`config.mk`:
```
export PLATFORM = sky130hd
export DESIGN_NAME = pcm_top
export DESIGN_NICKNAME = d
export VERILOG_FILES = /design/src/verilog/pcm_pkg.sv /design/src/verilog/pcm_trig_if.sv /design/src/verilog/pcm_top.sv /design/src/verilog/pcm_trig_det.sv
export SDC_FILE = /design/constraint.sdc
export NUM_CORES = 1
export LEC_CHECK = 0
export BUFFER_PORTS_ARGS = -buffer_cell sky130_fd_sc_hd__buf_2
export CORE_AREA = 2 2 248 250
export CTS_CLUSTER_SIZE = 28
export DETAILED_ROUTE_END_ITERATION = 8
export DIE_AREA = 0 0 250 252
export PLACE_DENSITY = 0.63
export SLEW_MARGIN = 10
export SYNTH_ARGS = -nofsm -noshare
export SYNTH_HDL_FRONTEND = slang
export SYNTH_HIERARCHICAL = 1
export SYNTH_SLANG_ARGS = --single-unit
```
`constraint.sdc`:
```
create_clock -name clk -period 3 [get_ports clk]
set_clock_uncertainty 0.05 [all_clocks]
set_input_delay 0.6 -clock clk [delete_from_list [all_inputs] [get_ports clk]]
set_output_delay 0.6 -clock clk [all_outputs]
set_load 0.01 [all_outputs]
```
`src/verilog/pcm_pkg.sv`:
```
// Purpose: shared constants of the pad control and trigger block
// Assumes: 32-bit AXI4-Lite register bus, 12-bit byte addresses
// Notes:   pin slots 0..5 carry trigger logic, slot 6 is the analog-capable pad
`default_nettype none
package pcm_pkg;

  // ==========================================================================
  // sizes
  localparam int PCM_NIRQ = 6;
  localparam int PCM_NPIN = 7;
  localparam int PCM_AW   = 12;
  localparam int PCM_DW   = 32;
  localparam int PCM_SW   = 4;
  localparam int PCM_ANA  = 6;

  // ==========================================================================
  // register byte offsets
  localparam logic [PCM_AW-1:0] PCM_OFF_PIN33 = 12'h088;
  localparam logic [PCM_AW-1:0] PCM_OFF_PIN38 = 12'h09c;
  localparam logic [PCM_AW-1:0] PCM_OFF_PIN39 = 12'h0a0;
  localparam logic [PCM_AW-1:0] PCM_OFF_PIN43 = 12'h0b0;
  localparam logic [PCM_AW-1:0] PCM_OFF_PIN55 = 12'h0e0;
  localparam logic [PCM_AW-1:0] PCM_OFF_PIN56 = 12'h0e4;
  localparam logic [PCM_AW-1:0] PCM_OFF_PIN64 = 12'h104;
  localparam logic [PCM_AW-1:0] PCM_OFF_PEND  = 12'h300;
  localparam logic [PCM_AW-1:0] PCM_OFF_LEVEL = 12'h304;
  localparam logic [PCM_AW-1:0] PCM_IRQ_OFF [PCM_NIRQ] = '{PCM_OFF_PIN33, PCM_OFF_PIN38,
    PCM_OFF_PIN39, PCM_OFF_PIN43, PCM_OFF_PIN55, PCM_OFF_PIN56};

  // ==========================================================================
  // field positions
  localparam int PCM_FSEL_LSB = 0;
  localparam int PCM_FSEL_W   = 5;
  localparam int PCM_ANA_BIT  = 4;
  localparam int PCM_SMT_BIT  = 5;
  localparam int PCM_OEN_BIT  = 6;
  localparam int PCM_IEN_BIT  = 7;
  localparam int PCM_PU10_BIT = 8;
  localparam int PCM_PD100_BIT = 9;
  localparam int PCM_PU50_BIT = 11;
  localparam int PCM_DRV_LSB  = 12;
  localparam int PCM_DRV_W    = 3;
  localparam int PCM_DNM_BIT  = 15;
  localparam int PCM_IEN_IRQ_BIT = 20;
  localparam int PCM_TRIG_LSB = 21;
  localparam int PCM_TRIG_W   = 3;
  localparam int PCM_MSK_BIT  = 25;

  // ==========================================================================
  // writable bits and reset values
  localparam logic [PCM_DW-1:0] PCM_IRQ_WMASK = 32'h02f0_fbff;
  localparam logic [PCM_DW-1:0] PCM_ANA_WMASK = 32'h0000_7bf0;
  localparam logic [PCM_DW-1:0] PCM_IRQ_RST   = 32'h0000_1000;
  localparam logic [PCM_DW-1:0] PCM_ANA_RST   = 32'h0000_1010;

  // ==========================================================================
  // trigger mode codes
  localparam logic [PCM_TRIG_W-1:0] PCM_TRIG_RISE = 3'h0;
  localparam logic [PCM_TRIG_W-1:0] PCM_TRIG_FALL = 3'h1;
  localparam logic [PCM_TRIG_W-1:0] PCM_TRIG_BOTH = 3'h2;
  localparam logic [PCM_TRIG_W-1:0] PCM_TRIG_HIGH = 3'h3;
  localparam logic [PCM_TRIG_W-1:0] PCM_TRIG_LOW  = 3'h4;

  // ==========================================================================
  // listed function codes per pin, one bit per code, code 0 is plain gpio
  // pin33: 2 display_data_23, 4 card0_data_0, 7 serial_periph1_mosi,
  //   8 serial_periph2_mosi, 12 serial3_receive, 16 pulse_out_ch6, 18 audio_tx1_data_out
  // pin38: 2 display_data_4, 7 flash_port_data_2, 10 serial1_transmit, 16 pulse_out_ch4,
  //   17 audio_tx0_master_clock, 24 pdm_transmit_clock, 25 mic_pair23_clock, 27 key_adc_input_6
  // pin39: 2 display_data_5, 4 card0_clock_1, 7 flash_port_data_3, 10 serial1_receive,
  //   16 pulse_out_ch5, 17 audio_tx0_bit_clock, 24 pdm_transmit_data, 25 mic_pair23_data,
  //   27 key_adc_input_9
  // pin43: 2 display_enable_hsync, 4 card0_data_1, 7 flash_port_data_2,
  //   12 serial3_clear_to_send, 14 two_wire1_clock, 16 pulse_out_ch5, 19 audio_rx0_data_in
  // pin55: 5 card1_data_0, 7 flash_port_data_7, 12 serial3_transmit, 16 pulse_out_ch7,
  //   20 audio_rx1_bit_clock, 27 key_adc_input_9
  // pin56: 5 card1_data_1, 7 flash_port_data_strobe, 12 serial3_receive, 16 pulse_out_ch8,
  //   20 audio_rx1_frame_clock
  localparam logic [PCM_DW-1:0] PCM_LEGAL [PCM_NIRQ] = '{32'h0005_1195, 32'h0b03_0485,
    32'h0b03_0495, 32'h0009_5095, 32'h0811_10a1, 32'h0011_10a1};

  // ==========================================================================
  // bus responses
  localparam logic [1:0] PCM_RESP_OKAY   = 2'h0;
  localparam logic [1:0] PCM_RESP_SLVERR = 2'h2;

endpackage
`default_nettype wire

```
`src/verilog/pcm_trig_if.sv`:
```
// Purpose: carries one pin's trigger setup and its detected event
// Assumes: driven and sampled on the block clock
// Notes:   one instance per interruptible pin
`timescale 1ns/1ps
`default_nettype none
interface pcm_trig_if;
  import pcm_pkg::*;
  logic                  level;
  logic [PCM_TRIG_W-1:0] mode;
  logic                  irq_en;
  logic                  evt;
  modport det (input level, input mode, input irq_en, output evt);
  modport ctl (output level, output mode, output irq_en, input evt);
endinterface
`default_nettype wire
```
`src/verilog/pcm_top.sv`:
```
// Purpose: pad control registers, function routing and pin trigger logic
// Assumes: AXI4-Lite slave, single clock, pads sampled asynchronously
// Notes:   slots 0..5 are pins 33 38 39 43 55 56, slot 6 is pin 64
//
// Contract
// - three-bit trigger mode at bits 23:21
// - interrupt enable low blocks pending and request
// - interrupt enable high sets pending on event
// - bit 25 gates request to interrupt controller
// - bit 6 enables output driver, resets 0
// - bit 7 enables input path, resets 0
// - drive level field 14:12 resets to 1
// - pull-up 50k, pull-down 100k, pull-up 10k bits
// - bit 15 double nmos option, resets off
// - bit 5 schmitt input, resets off
// - function select 4:0, zero is gpio
// - pin 33 function code map
// - pin 38 function code map
// - pin 39 function code map
// - pin 43 function code map
// - pin 55 function code map
// - pin 56 function code map
// - pin 64 bit 4 analog select, resets 1
`timescale 1ns/1ps
`default_nettype none
module pcm_top (
  input  wire logic                                   clk,           // 250 MHz clock
  input  wire logic                                   reset_n,       // async reset
  input  wire logic [pcm_pkg::PCM_AW-1:0]             awaddr,        // write address
  input  wire logic                                   awvalid,       // write address valid
  output logic                                        awready,       // write address ready
  input  wire logic [pcm_pkg::PCM_DW-1:0]             wdata,         // write data
  input  wire logic [pcm_pkg::PCM_SW-1:0]             wstrb,         // byte strobes
  input  wire logic                                   wvalid,        // write data valid
  output logic                                        wready,        // write data ready
  output logic [1:0]                                  bresp,         // write response
  output logic                                        bvalid,        // write response valid
  input  wire logic                                   bready,        // write response ready
  input  wire logic [pcm_pkg::PCM_AW-1:0]             araddr,        // read address
  input  wire logic                                   arvalid,       // read address valid
  output logic                                        arready,       // read address ready
  output logic [pcm_pkg::PCM_DW-1:0]                  rdata,         // read data
  output logic [1:0]                                  rresp,         // read response
  output logic                                        rvalid,        // read data valid
  input  wire logic                                   rready,        // read data ready
  input  wire logic [pcm_pkg::PCM_NPIN-1:0]           pad_in,        // raw pad levels
  output logic [pcm_pkg::PCM_NPIN-1:0]                pad_out,       // pad output level
  output logic [pcm_pkg::PCM_NPIN-1:0]                pad_oe,        // pad output driver on
  output logic [pcm_pkg::PCM_NPIN-1:0]                pad_input_en,  // pad input path on
  output logic [pcm_pkg::PCM_NPIN-1:0]                pullup_50k_en, // 50k pull-up
  output logic [pcm_pkg::PCM_NPIN-1:0]                pulldown_100k_en, // 100k pull-down
  output logic [pcm_pkg::PCM_NPIN-1:0]                pullup_10k_en, // 10k pull-up
  output logic [pcm_pkg::PCM_NPIN-1:0][2:0]           drive_level,   // drive code
  output logic [pcm_pkg::PCM_NPIN-1:0]                schmitt_en,    // schmitt input
  output logic [pcm_pkg::PCM_NIRQ-1:0]                double_nmos_en, // double nmos
  output logic [pcm_pkg::PCM_NIRQ-1:0][4:0]           function_select, // routing code
  output logic                                        analog_sel,    // pin 64 analog mode
  input  wire logic [pcm_pkg::PCM_NPIN-1:0]           gpio_out,      // gpio output data
  output logic [pcm_pkg::PCM_NPIN-1:0]                gpio_in,       // gpio input data
  input  wire logic [pcm_pkg::PCM_NIRQ-1:0][31:0]     periph_tx,     // peripheral out, by code
  output logic [pcm_pkg::PCM_NIRQ-1:0][31:0]          periph_rx_sel, // one-hot routed code
  output logic [pcm_pkg::PCM_NIRQ-1:0]                periph_rx,     // routed pad level
  output logic [pcm_pkg::PCM_NIRQ-1:0]                irq_req        // to interrupt_controller
);
  import pcm_pkg::*;

  // ==========================================================================
  // state
  logic                 aw_full_q, aw_full_d;
  logic [PCM_AW-1:0]    aw_addr_q, aw_addr_d;
  logic                 w_full_q, w_full_d;
  logic [PCM_DW-1:0]    w_data_q, w_data_d;
  logic [PCM_SW-1:0]    w_strb_q, w_strb_d;
  logic                 bvalid_q, bvalid_d;
  logic [1:0]           bresp_q, bresp_d;
  logic                 rvalid_q, rvalid_d;
  logic [PCM_DW-1:0]    rdata_q, rdata_d;
  logic [1:0]           rresp_q, rresp_d;
  logic [PCM_DW-1:0]    ctl_q [PCM_NIRQ];
  logic [PCM_DW-1:0]    ctl_d [PCM_NIRQ];
  logic [PCM_DW-1:0]    ana_q, ana_d;
  logic [PCM_NIRQ-1:0]  pend_q, pend_d;
  logic [PCM_NPIN-1:0]  sync1_q, sync2_q;
  logic [PCM_NPIN-1:0]  pad_out_q, pad_out_d;
  logic [PCM_NPIN-1:0]  gpio_in_q, gpio_in_d;
  logic [PCM_NIRQ-1:0][31:0] rx_sel_q, rx_sel_d;
  logic [PCM_NIRQ-1:0]  rx_q, rx_d;
  logic [PCM_NIRQ-1:0]  evt;
  logic [PCM_NIRQ-1:0]  legal;
  logic                 do_write;

  function automatic logic [PCM_DW-1:0] merge(input logic [PCM_DW-1:0] old_v,
                                               input logic [PCM_DW-1:0] new_v,
                                               input logic [PCM_SW-1:0] strb);
    logic [PCM_DW-1:0] res;
    res = old_v;
    for (int b = 0; b < PCM_SW; b++)
      if (strb[b])
        res[8*b +: 8] = new_v[8*b +: 8];
    return res;
  endfunction

  // ==========================================================================
  // pad input synchroniser
  always_ff @(posedge clk or negedge reset_n)
  begin
    if (!reset_n)
    begin
      sync1_q <= '0;
      sync2_q <= '0;
    end
    else
    begin
      sync1_q <= pad_in;
      sync2_q <= sync1_q;
    end
  end

  // ==========================================================================
  // trigger detectors
  pcm_trig_if trig_if [PCM_NIRQ] ();

  for (genvar g = 0; g < PCM_NIRQ; g++)
  begin : g_det
    assign trig_if[g].level  = sync2_q[g];
    assign trig_if[g].mode   = ctl_q[g][PCM_TRIG_LSB +: PCM_TRIG_W];
    assign trig_if[g].irq_en = ctl_q[g][PCM_IEN_IRQ_BIT];
    assign evt[g]            = trig_if[g].evt;
    pcm_trig_det u_det (
      .clk     (clk),
      .reset_n (reset_n),
      .trig    (trig_if[g])
    );
  end

  // ==========================================================================
  // bus write path
  assign awready  = ~aw_full_q;
  assign wready   = ~w_full_q;
  assign do_write = aw_full_q & w_full_q & ~bvalid_q;

  always_comb
  begin
    logic hit;
    hit       = 1'b0;
    aw_full_d = aw_full_q;
    aw_addr_d = aw_addr_q;
    w_full_d  = w_full_q;
    w_data_d  = w_data_q;
    w_strb_d  = w_strb_q;
    bvalid_d  = bvalid_q;
    bresp_d   = bresp_q;
    for (int i = 0; i < PCM_NIRQ; i++)
      ctl_d[i] = ctl_q[i];
    ana_d     = ana_q;
    pend_d    = pend_q;
    if (awvalid && awready)
    begin
      aw_full_d = 1'b1;
      aw_addr_d = {awaddr[PCM_AW-1:2], 2'b00};
    end
    if (wvalid && wready)
    begin
      w_full_d = 1'b1;
      w_data_d = wdata;
      w_strb_d = wstrb;
    end
    if (bvalid_q && bready)
      bvalid_d = 1'b0;
    if (do_write)
    begin
      for (int i = 0; i < PCM_NIRQ; i++)
        if (aw_addr_q == PCM_IRQ_OFF[i])
        begin
          hit      = 1'b1;
          ctl_d[i] = merge(ctl_q[i], w_data_q, w_strb_q) & PCM_IRQ_WMASK;
        end
      if (aw_addr_q == PCM_OFF_PIN64)
      begin
        hit   = 1'b1;
        ana_d = merge(ana_q, w_data_q, w_strb_q) & PCM_ANA_WMASK;
      end
      if (aw_addr_q == PCM_OFF_PEND)
      begin
        hit = 1'b1;
        if (w_strb_q[0])
          pend_d = pend_q & ~w_data_q[PCM_NIRQ-1:0];
      end
      if (aw_addr_q == PCM_OFF_LEVEL)
        hit = 1'b1;
      aw_full_d = 1'b0;
      w_full_d  = 1'b0;
      bvalid_d  = 1'b1;
      bresp_d   = hit ? PCM_RESP_OKAY : PCM_RESP_SLVERR;
    end
    pend_d = pend_d | evt;
  end

  always_ff @(posedge clk or negedge reset_n)
  begin
    if (!reset_n)
    begin
      aw_full_q <= 1'b0;
      aw_addr_q <= '0;
      w_full_q  <= 1'b0;
      w_data_q  <= '0;
      w_strb_q  <= '0;
      bvalid_q  <= 1'b0;
      bresp_q   <= PCM_RESP_OKAY;
      for (int i = 0; i < PCM_NIRQ; i++)
        ctl_q[i] <= PCM_IRQ_RST;
      ana_q     <= PCM_ANA_RST;
      pend_q    <= '0;
    end
    else
    begin
      aw_full_q <= aw_full_d;
      aw_addr_q <= aw_addr_d;
      w_full_q  <= w_full_d;
      w_data_q  <= w_data_d;
      w_strb_q  <= w_strb_d;
      bvalid_q  <= bvalid_d;
      bresp_q   <= bresp_d;
      for (int i = 0; i < PCM_NIRQ; i++)
        ctl_q[i] <= ctl_d[i];
      ana_q     <= ana_d;
      pend_q    <= pend_d;
    end
  end

  assign bvalid = bvalid_q;
  assign bresp  = bresp_q;

  // ==========================================================================
  // bus read path
  assign arready = ~rvalid_q;

  always_comb
  begin
    logic [PCM_AW-1:0] a;
    a        = {araddr[PCM_AW-1:2], 2'b00};
    rvalid_d = rvalid_q;
    rdata_d  = rdata_q;
    rresp_d  = rresp_q;
    if (rvalid_q && rready)
      rvalid_d = 1'b0;
    if (arvalid && arready)
    begin
      rvalid_d = 1'b1;
      rdata_d  = '0;
      rresp_d  = PCM_RESP_SLVERR;
      for (int i = 0; i < PCM_NIRQ; i++)
        if (a == PCM_IRQ_OFF[i])
        begin
          rdata_d = ctl_q[i];
          rresp_d = PCM_RESP_OKAY;
        end
      if (a == PCM_OFF_PIN64)
      begin
        rdata_d = ana_q;
        rresp_d = PCM_RESP_OKAY;
      end
      if (a == PCM_OFF_PEND)
      begin
        rdata_d = {{(PCM_DW-PCM_NIRQ){1'b0}}, pend_q};
        rresp_d = PCM_RESP_OKAY;
      end
      if (a == PCM_OFF_LEVEL)
      begin
        rdata_d = {{(PCM_DW-PCM_NPIN){1'b0}}, sync2_q};
        rresp_d = PCM_RESP_OKAY;
      end
    end
  end

  always_ff @(posedge clk or negedge reset_n)
  begin
    if (!reset_n)
    begin
      rvalid_q <= 1'b0;
      rdata_q  <= '0;
      rresp_q  <= PCM_RESP_OKAY;
    end
    else
    begin
      rvalid_q <= rvalid_d;
      rdata_q  <= rdata_d;
      rresp_q  <= rresp_d;
    end
  end

  assign rvalid = rvalid_q;
  assign rdata  = rdata_q;
  assign rresp  = rresp_q;

  // ==========================================================================
  // pad configuration outputs
  always_comb
  begin
    for (int i = 0; i < PCM_NIRQ; i++)
    begin
      legal[i] = PCM_LEGAL[i][ctl_q[i][PCM_FSEL_LSB +: PCM_FSEL_W]];
      pad_oe[i]           = ctl_q[i][PCM_OEN_BIT] & legal[i];
      pad_input_en[i]     = ctl_q[i][PCM_IEN_BIT];
      pullup_50k_en[i]    = ctl_q[i][PCM_PU50_BIT];
      pulldown_100k_en[i] = ctl_q[i][PCM_PD100_BIT];
      pullup_10k_en[i]    = ctl_q[i][PCM_PU10_BIT];
      drive_level[i]      = ctl_q[i][PCM_DRV_LSB +: PCM_DRV_W];
      schmitt_en[i]       = ctl_q[i][PCM_SMT_BIT];
      double_nmos_en[i]   = ctl_q[i][PCM_DNM_BIT];
      function_select[i]  = ctl_q[i][PCM_FSEL_LSB +: PCM_FSEL_W];
      irq_req[i] = pend_q[i] & ctl_q[i][PCM_MSK_BIT] & ctl_q[i][PCM_IEN_IRQ_BIT];
    end
    analog_sel                 = ana_q[PCM_ANA_BIT];
    pad_oe[PCM_ANA]            = ana_q[PCM_OEN_BIT] & ~ana_q[PCM_ANA_BIT];
    pad_input_en[PCM_ANA]      = ana_q[PCM_IEN_BIT];
    pullup_50k_en[PCM_ANA]     = ana_q[PCM_PU50_BIT];
    pulldown_100k_en[PCM_ANA]  = ana_q[PCM_PD100_BIT];
    pullup_10k_en[PCM_ANA]     = ana_q[PCM_PU10_BIT];
    drive_level[PCM_ANA]       = ana_q[PCM_DRV_LSB +: PCM_DRV_W];
    schmitt_en[PCM_ANA]        = ana_q[PCM_SMT_BIT];
  end

  // ==========================================================================
  // function routing, codes outside the pin's list route nothing
  always_comb
  begin
    logic [PCM_FSEL_W-1:0] c;
    c = '0;
    for (int i = 0; i < PCM_NIRQ; i++)
    begin
      c = ctl_q[i][PCM_FSEL_LSB +: PCM_FSEL_W];
      pad_out_d[i] = 1'b0;
      rx_sel_d[i]  = '0;
      rx_d[i]      = 1'b0;
      if (c == '0)
        pad_out_d[i] = gpio_out[i];
      else if (legal[i])
      begin
        pad_out_d[i] = periph_tx[i][c];
        if (ctl_q[i][PCM_IEN_BIT])
        begin
          rx_sel_d[i][c] = 1'b1;
          rx_d[i]        = sync2_q[i];
        end
      end
      gpio_in_d[i] = (c == '0) & ctl_q[i][PCM_IEN_BIT] & sync2_q[i];
    end
    pad_out_d[PCM_ANA] = ~ana_q[PCM_ANA_BIT] & gpio_out[PCM_ANA];
    gpio_in_d[PCM_ANA] = ~ana_q[PCM_ANA_BIT] & ana_q[PCM_IEN_BIT] & sync2_q[PCM_ANA];
  end

  always_ff @(posedge clk or negedge reset_n)
  begin
    if (!reset_n)
    begin
      pad_out_q <= '0;
      gpio_in_q <= '0;
      rx_sel_q  <= '0;
      rx_q      <= '0;
    end
    else
    begin
      pad_out_q <= pad_out_d;
      gpio_in_q <= gpio_in_d;
      rx_sel_q  <= rx_sel_d;
      rx_q      <= rx_d;
    end
  end

  assign pad_out       = pad_out_q;
  assign gpio_in       = gpio_in_q;
  assign periph_rx_sel = rx_sel_q;
  assign periph_rx     = rx_q;

endmodule
`default_nettype wire

```
`src/verilog/pcm_trig_det.sv`:
```
// Purpose: trigger event detector for one interruptible pin
// Assumes: level is already synchronised to clk
// Notes:   level modes fire every cycle the level holds
`timescale 1ns/1ps
`default_nettype none
module pcm_trig_det (
  input  wire logic clk,     // block clock
  input  wire logic reset_n, // async reset, active low
  pcm_trig_if.det   trig     // trigger setup and event
);
  import pcm_pkg::*;

  logic prev_q;
  logic prev_d;
  logic hit;

  // ==========================================================================
  // previous level
  always_comb
  begin
    prev_d = trig.level;
  end

  always_ff @(posedge clk or negedge reset_n)
  begin
    if (!reset_n)
      prev_q <= 1'b0;
    else
      prev_q <= prev_d;
  end

  // ==========================================================================
  // event decode
  always_comb
  begin
    case (trig.mode)
      PCM_TRIG_RISE: hit = trig.level & ~prev_q;
      PCM_TRIG_FALL: hit = ~trig.level & prev_q;
      PCM_TRIG_BOTH: hit = trig.level ^ prev_q;
      PCM_TRIG_HIGH: hit = trig.level;
      PCM_TRIG_LOW:  hit = ~trig.level;
      default:       hit = 1'b0;
    endcase
    trig.evt = hit & trig.irq_en;
  end

endmodule
`default_nettype wire

```
---- Word-level counts from Yosys, hierarchy flattened ----
Memories as Yosys holds them, arrays and structs flattened.
Index checks and enable logic that the tools add are counted.
word-level totals
  register bits ........................... 448
  bits in read-only memories .............. 192
  input port bits ......................... 273
  output and inout port bits .............. 359
  logic and storage cells ................. 371
  memories kept ........................... 6
cells by class
  $lt $le $gt $ge ......................... 12
  eq/ne operators ......................... 42
  multiplexer cells ....................... 124
  bitwise operators ....................... 80
  reductions and logical operators ........ 53
memories
  memory            words  bits a word  rd ports  clocked after memory_dff  write ports  RTL line        source
  (name not given)  32     1            1         0                         0            pcm_top.sv:302  legal[i] = PCM_LEGAL[i][ctl_q[i][PCM_FSEL_LSB +: PCM_FSEL_W]];
  (name not given)  32     1            1         0                         0            pcm_top.sv:302
  (name not given)  32     1            1         0                         0            pcm_top.sv:302
  (name not given)  32     1            1         0                         0            pcm_top.sv:302
  (name not given)  32     1            1         0                         0            pcm_top.sv:302
  (name not given)  32     1            1         0                         0            pcm_top.sv:302
operators by type and width
  cell                   count
  $mux W32               23
  $eq A10 B6 Y1 const B  12
  $mux W26               4
  $reduce_and A3 Y1      26
  $mux W1                66
  $and A1 B1 Y1          54
  $eq A10 B8 Y1 const B  4
  $eq A3 B2 Y1 const B   12
  $lt A5 B6 Y1 const B   6
  $bmux W1 S5            6
  $demux W1 S5           6
  $ge A5 B1 Y1 const B   6
  $logic_not A5 Y1       6
  $pmux W1 S5            6
  $eq A10 B7 Y1 const B  2
  $mux W2                10
  $eq A3 B1 Y1 const B   6
  $eq A3 B3 Y1 const B   6
  $logic_not A3 Y1       6
  $mux W6                3
  $not A1 Y1             17
  $logic_and A1 B1 Y1    11
  $reduce_bool A2 Y1     4
  $and A6 B6 Y6          1
  3 further kinds        8

---- Depth between registers and ports, before layout ----
  word-level depth ........................ 12
  mapped depth ............................ 8
  gate-level depth less buffers ........... 7

---- Cells and area by module ----
The synthesis kept the hierarchy.
by module, submodules not included
  module        times used  cells each  area an instance (um^2)  sequential area each (um^2)
  pcm_top       1           1406        18336.3                  10570.1
  pcm_trig_det  6           12          111.4                    25.0

---- Least setup slack after synthesis ----
OpenSTA, ideal clock, no wires.
  kind .................................... register -> output
  from .................................... register ctl_q (netlist bit function_select[15])
  to ...................................... output pad_oe[3] (netlist name)
  arrival time ............................ 2033 ps
  required time ........................... 2350 ps
  slack ................................... 317 ps
  cell stages (with the launch flop) ...... 7
  path buffers ............................ 1
  cell sequence ........................... dfrtp_1 > buf_2 > inv_1 > ha_1 > or4b_2 > o311ai_1 > and2_1
between the ends
  cells in the longest elaborated chain, start to end .. 3
RTL lines
  what                             RTL line        source
  start, declared                  pcm_top.sv:79   logic [PCM_DW-1:0] ctl_q [PCM_NIRQ];
  start signal, assigned by index  pcm_top.sv:225  ctl_q[i] <= ctl_d[i];
  $mem_v2 Z32 W1                   --
  $mux W1 (implied by the code)    pcm_top.sv:302
  $and A1 B1 Y1                    pcm_top.sv:303  pad_oe[i] = ctl_q[i][PCM_OEN_BIT] & legal[i];
  end, declared                    pcm_top.sv:48   output logic [pcm_pkg::PCM_NPIN-1:0] pad_oe,
No other way between the ends. The select of a mux whose other input is x is not followed.

---- Worst setup path after layout ----
  from .................................... register ctl_q (netlist bit function_select[16])
  to ...................................... output pad_oe[3] (netlist name)
The elaborated chain is that of the path after synthesis.

==> impl_metrics.py <==
metrics = {
    "detailed_routing": {
        "vias_per_cell": 4.785,
        "drt_iter0_drc": 829,
        "ant_nets": 0,
        "drcViolationCount": 0,
        "vias": 14120,
        "dr.pass1.iters": 7,
        "wirelength_mm": 62.64,
        "wl_per_cell_um": 21.23,
    },
    "global_routing": {
        "grt-ovfl-total": 0,
        "grt_start_max_net_pins": 79,
        "antenna_found_initial": 10,
        "grt_pass1_wl_mm": 91.60,
        "grt_pass1_vias": 14600,
        "grt_usage_pct": 19.40,
    },
    "finish": {
        "instances_no_fill": 2950,
        "layout.nets": 2419,
        "drive_gt1_share_pct": 45.26,
        "area_growth_pct": 29.14,
        "utilization_pct": 40.81,
        "fillers": 5783,
        "finish.instance_area_um2": 24540,
    },
    "logic_synthesis": {
        "syn_avg_cell_area_um2": 12.86,
        "synth-seq-area-share_pct": 56.41,
        "yosysWarnings": 6,
        "yosys.area.top_type_share_pct": 55.30,
        "syn_inst": 1478,
        "syn_area_um2": 19000,
        "synth-edff-count": 0,
        "async_reset_ff_share_pct": 100.0,
        "synth_cell_types": 85,
        "synth.area.top_cells": "dfrtp_1 (55%), mux2_2 (9.2%), mux4_2 (5.1%)",
        "yosys.area.top_type": "dfrtp_1",
        "synth_ff_type": "dfrtp_1",
        "ys_ff_latch": 428,
    },
    "clock_network": {
        "path_clk_slew_ns": 0.06,
        "cts_max_path_buffers": 3,
        "cts_sinks": 428,
        "numCtsBuffers": 49,
        "clock_latency_ns": 0.61,
        "h-tree-depth": 2,
        "cts_root_buffer": "clkbuf_16",
        "cts_tree": "built",
    },
    "floorplan": {
        "die_h_um": 252,
        "placementRows": 90,
        "die_w_um": 250,
        "dieArea_um2": 63000,
        "core-area_um2": 60130,
        "initial_utilization_pct": 31.60,
        "io_pins": 632,
    },
    "setup_path": {
        "crit_family": "simple AND/OR/NAND/NOR gates",
        "crit_fanout": 4,
        "start_kind": "register",
        "worst-path-buf-inv": 2,
        "rr_worst_depth": 5,
        "crit_path_max_incr_delay_ns": 0.50,
        "end_kind": "output pin",
        "path_class": "register to output pin",
        "crit_slowest_cell": "or4b_4",
        "worstPathArrival_ns": 2.23,
        "required_ns": 2.35,
        "worstPathCellList": "inv_2 > ha_4 > or4b_4 > o311ai_4 > and2_4 > buf_2",
        "regToRegSetupSlack_ns": 0.67,
        "cp.depth": 6,
    },
    "place": {
        "dpl_worst_slack_ns": 0.3945,
        "hpwl_mm": 48.18,
        "place.gp.congestion": 0.8859,
        "placed_area_um2": 22720,
        "dp_cells": 2849,
        "numPortBuffers": 577,
    },
    "timing": {
        "slew_violations": 0,
        "grt_setup_unrepaired": "no",
        "hold_slack_ns": 0.04885,
        "tightest_slew_ns": 0.9940,
        "fin_crit_ns": 2.880,
        "setup_violations": 0,
        "fin_ws_ns": 0.1203,
        "hold_viol_final": 0,
        "maxSlewHeadroom_pct": 33.49,
        "period_share_pct": 95.99,
        "fmax_mhz": 347.3,
        "fin_setup_tns_ns": 0,
    },
    "run_status": {
        "outcome": "finished clean",
    },
    "power_and_ir_drop": {
        "power_frac_comb_pct": 11.9,
        "p_sw_mw": 4.221,
        "p_leak_nw": 12.29,
        "clkPwrFrac_pct": 41.7,
        "power_mw": 15.12,
        "pwr-share-seq_pct": 46.4,
        "ir_worst_vdd_uv": 417.6,
        "internal_power_mw": 10.90,
        "p_per_area_nw_per_um2": 616.0,
        "sw_frac_of_total_pct": 27.92,
    },
    "hold_path": {
        "min_path_type": "input pin to register",
        "hold-path-cell-count": 1,
    },
    "job": {
        "cap_violations": 0,
    },
}
## placed cells by master (no fill, tap or decap), types with 28 or more instances in the layout
cell type and instances:
buf_2 576, buf_4 46, clkbuf_16 50, conb_1 134, dfrtp_1 419, inv_1 28
mux2_2 156, mux2i_1 48, mux4_2 43, nand2_1 101, nor2_1 84, nor3_1 29
o21ai_0 38
## Yosys cell counts, types with 4 or more instances
master and number:
nand2b_1 10, buf_2 18, nor4_1 4, nor2_1 84
and3_1 10, o22a_1 4, nand3b_1 4, clkinvlp_2 6
nand2_1 101, a221oi_1 8, o21ai_0 39, mux2_4 10
dfstp_2 8, a21o_1 6, nor3b_1 9, nand3_1 17
or2_2 5, inv_1 30, a21oi_1 25, mux4_2 43
nor3_1 30, nor4b_1 11, or3_1 4, o2bb2ai_1 10
o31a_1 6, and2_1 26, and4_1 5, o22ai_1 6
a22oi_1 16, a2111oi_1 6, mux2_2 156, dfrtp_1 420
a22o_1 15, ha_1 25, buf_4 108, clkbuf_1 37
o211ai_1 4, nor2b_1 19, a41oi_1 7, mux2i_1 48
## worst paths after layout
check                                     from                 end
max in group asynchronous              reset_n      drive_level[0]
min in group asynchronous              reset_n        periph_rx[2]
max                        function_select[16]           pad_oe[3]
min                                  pad_in[3]          sync1_q[3]
min reg2reg                         sync1_q[1]          sync2_q[1]
max reg2reg                       aw_addr_q[5]  function_select[9]
## routing by layer
metal | track usage, % | part of all wire [%] | up-vias
met2 | 32.57 | 49 | 551
met3 | 6.128 | 8.8 | 108
met1 | 23.48 | 39 | 7112
met4 | 6.980 | 3.0 | 4
li1 | - | - | 6340
met5 | 0 | 0.042 | -
## flip-flops by register name (all words and copies together) (netlist names), 4 cells and up
name and flops:
pend_q 6, sync2_q 7, ana_q 10, pad_out 7
schmitt_en 6, double_nmos_en 6, rdata 20, function_select 30
pad_input_en 6, g_det.u_det/prev_q 6, gpio_in 7, pullup_10k_en 6
pullup_50k_en 6, sync1_q 7, pulldown_100k_en 6, w_data_q 20
periph_rx_sel 192, drive_level 18, w_strb_q 4, aw_addr_q 10
ctl_q 36, periph_rx 6
## power by group through the flow
stage	Combinational, mW	Clock (mW)	Sequential, mW
2_1_floorplan	1.10	0	6.80
3_3_place_gp	1.76	0	7.10
3_5_place_dp	1.80	0	7.12
4_1_cts	1.82	6.50	7.02
5_1_grt	1.99	6.72	7.10
6_report	1.80	6.30	7.02
## what timing repair did
item,4_1_cts,5_1_grt
resized for setup,10,4
hold buffers,1,0
hold endpoints to repair,42,0
setup endpoints to repair,3,3
pin swaps,1,1
setup buffers,1,1
## area by class of cell
cell class              instances  area, µm²  area share [%]
diodes                          7      17.52         0.07137
clock buffers                  69       1433           5.837
clock inverters                22      292.8           1.193
inverters                      36      142.6          0.5812
multi-input cells             978       7624           31.06
flip-flops and latches        428      10720           43.69
well taps                     782      978.4           3.987
repair buffers                628       3333           13.58
## cell families after synthesis
| kind of cell | share of synthesized area (%) |
|---|---|
| DFF | 56.41 |
| and+or+nand+nor | 10.80 |
| muxes | 17.78 |
| buffers and inverters | 6.459 |
| AOI/OAI and AO/OA | 6.748 |
| adders and majority gates | 1.646 |
| xor gates and xnor gates | 0.1383 |
| other | 0.01973 |
Note: power is estimated with default switching activity, not from simulation.
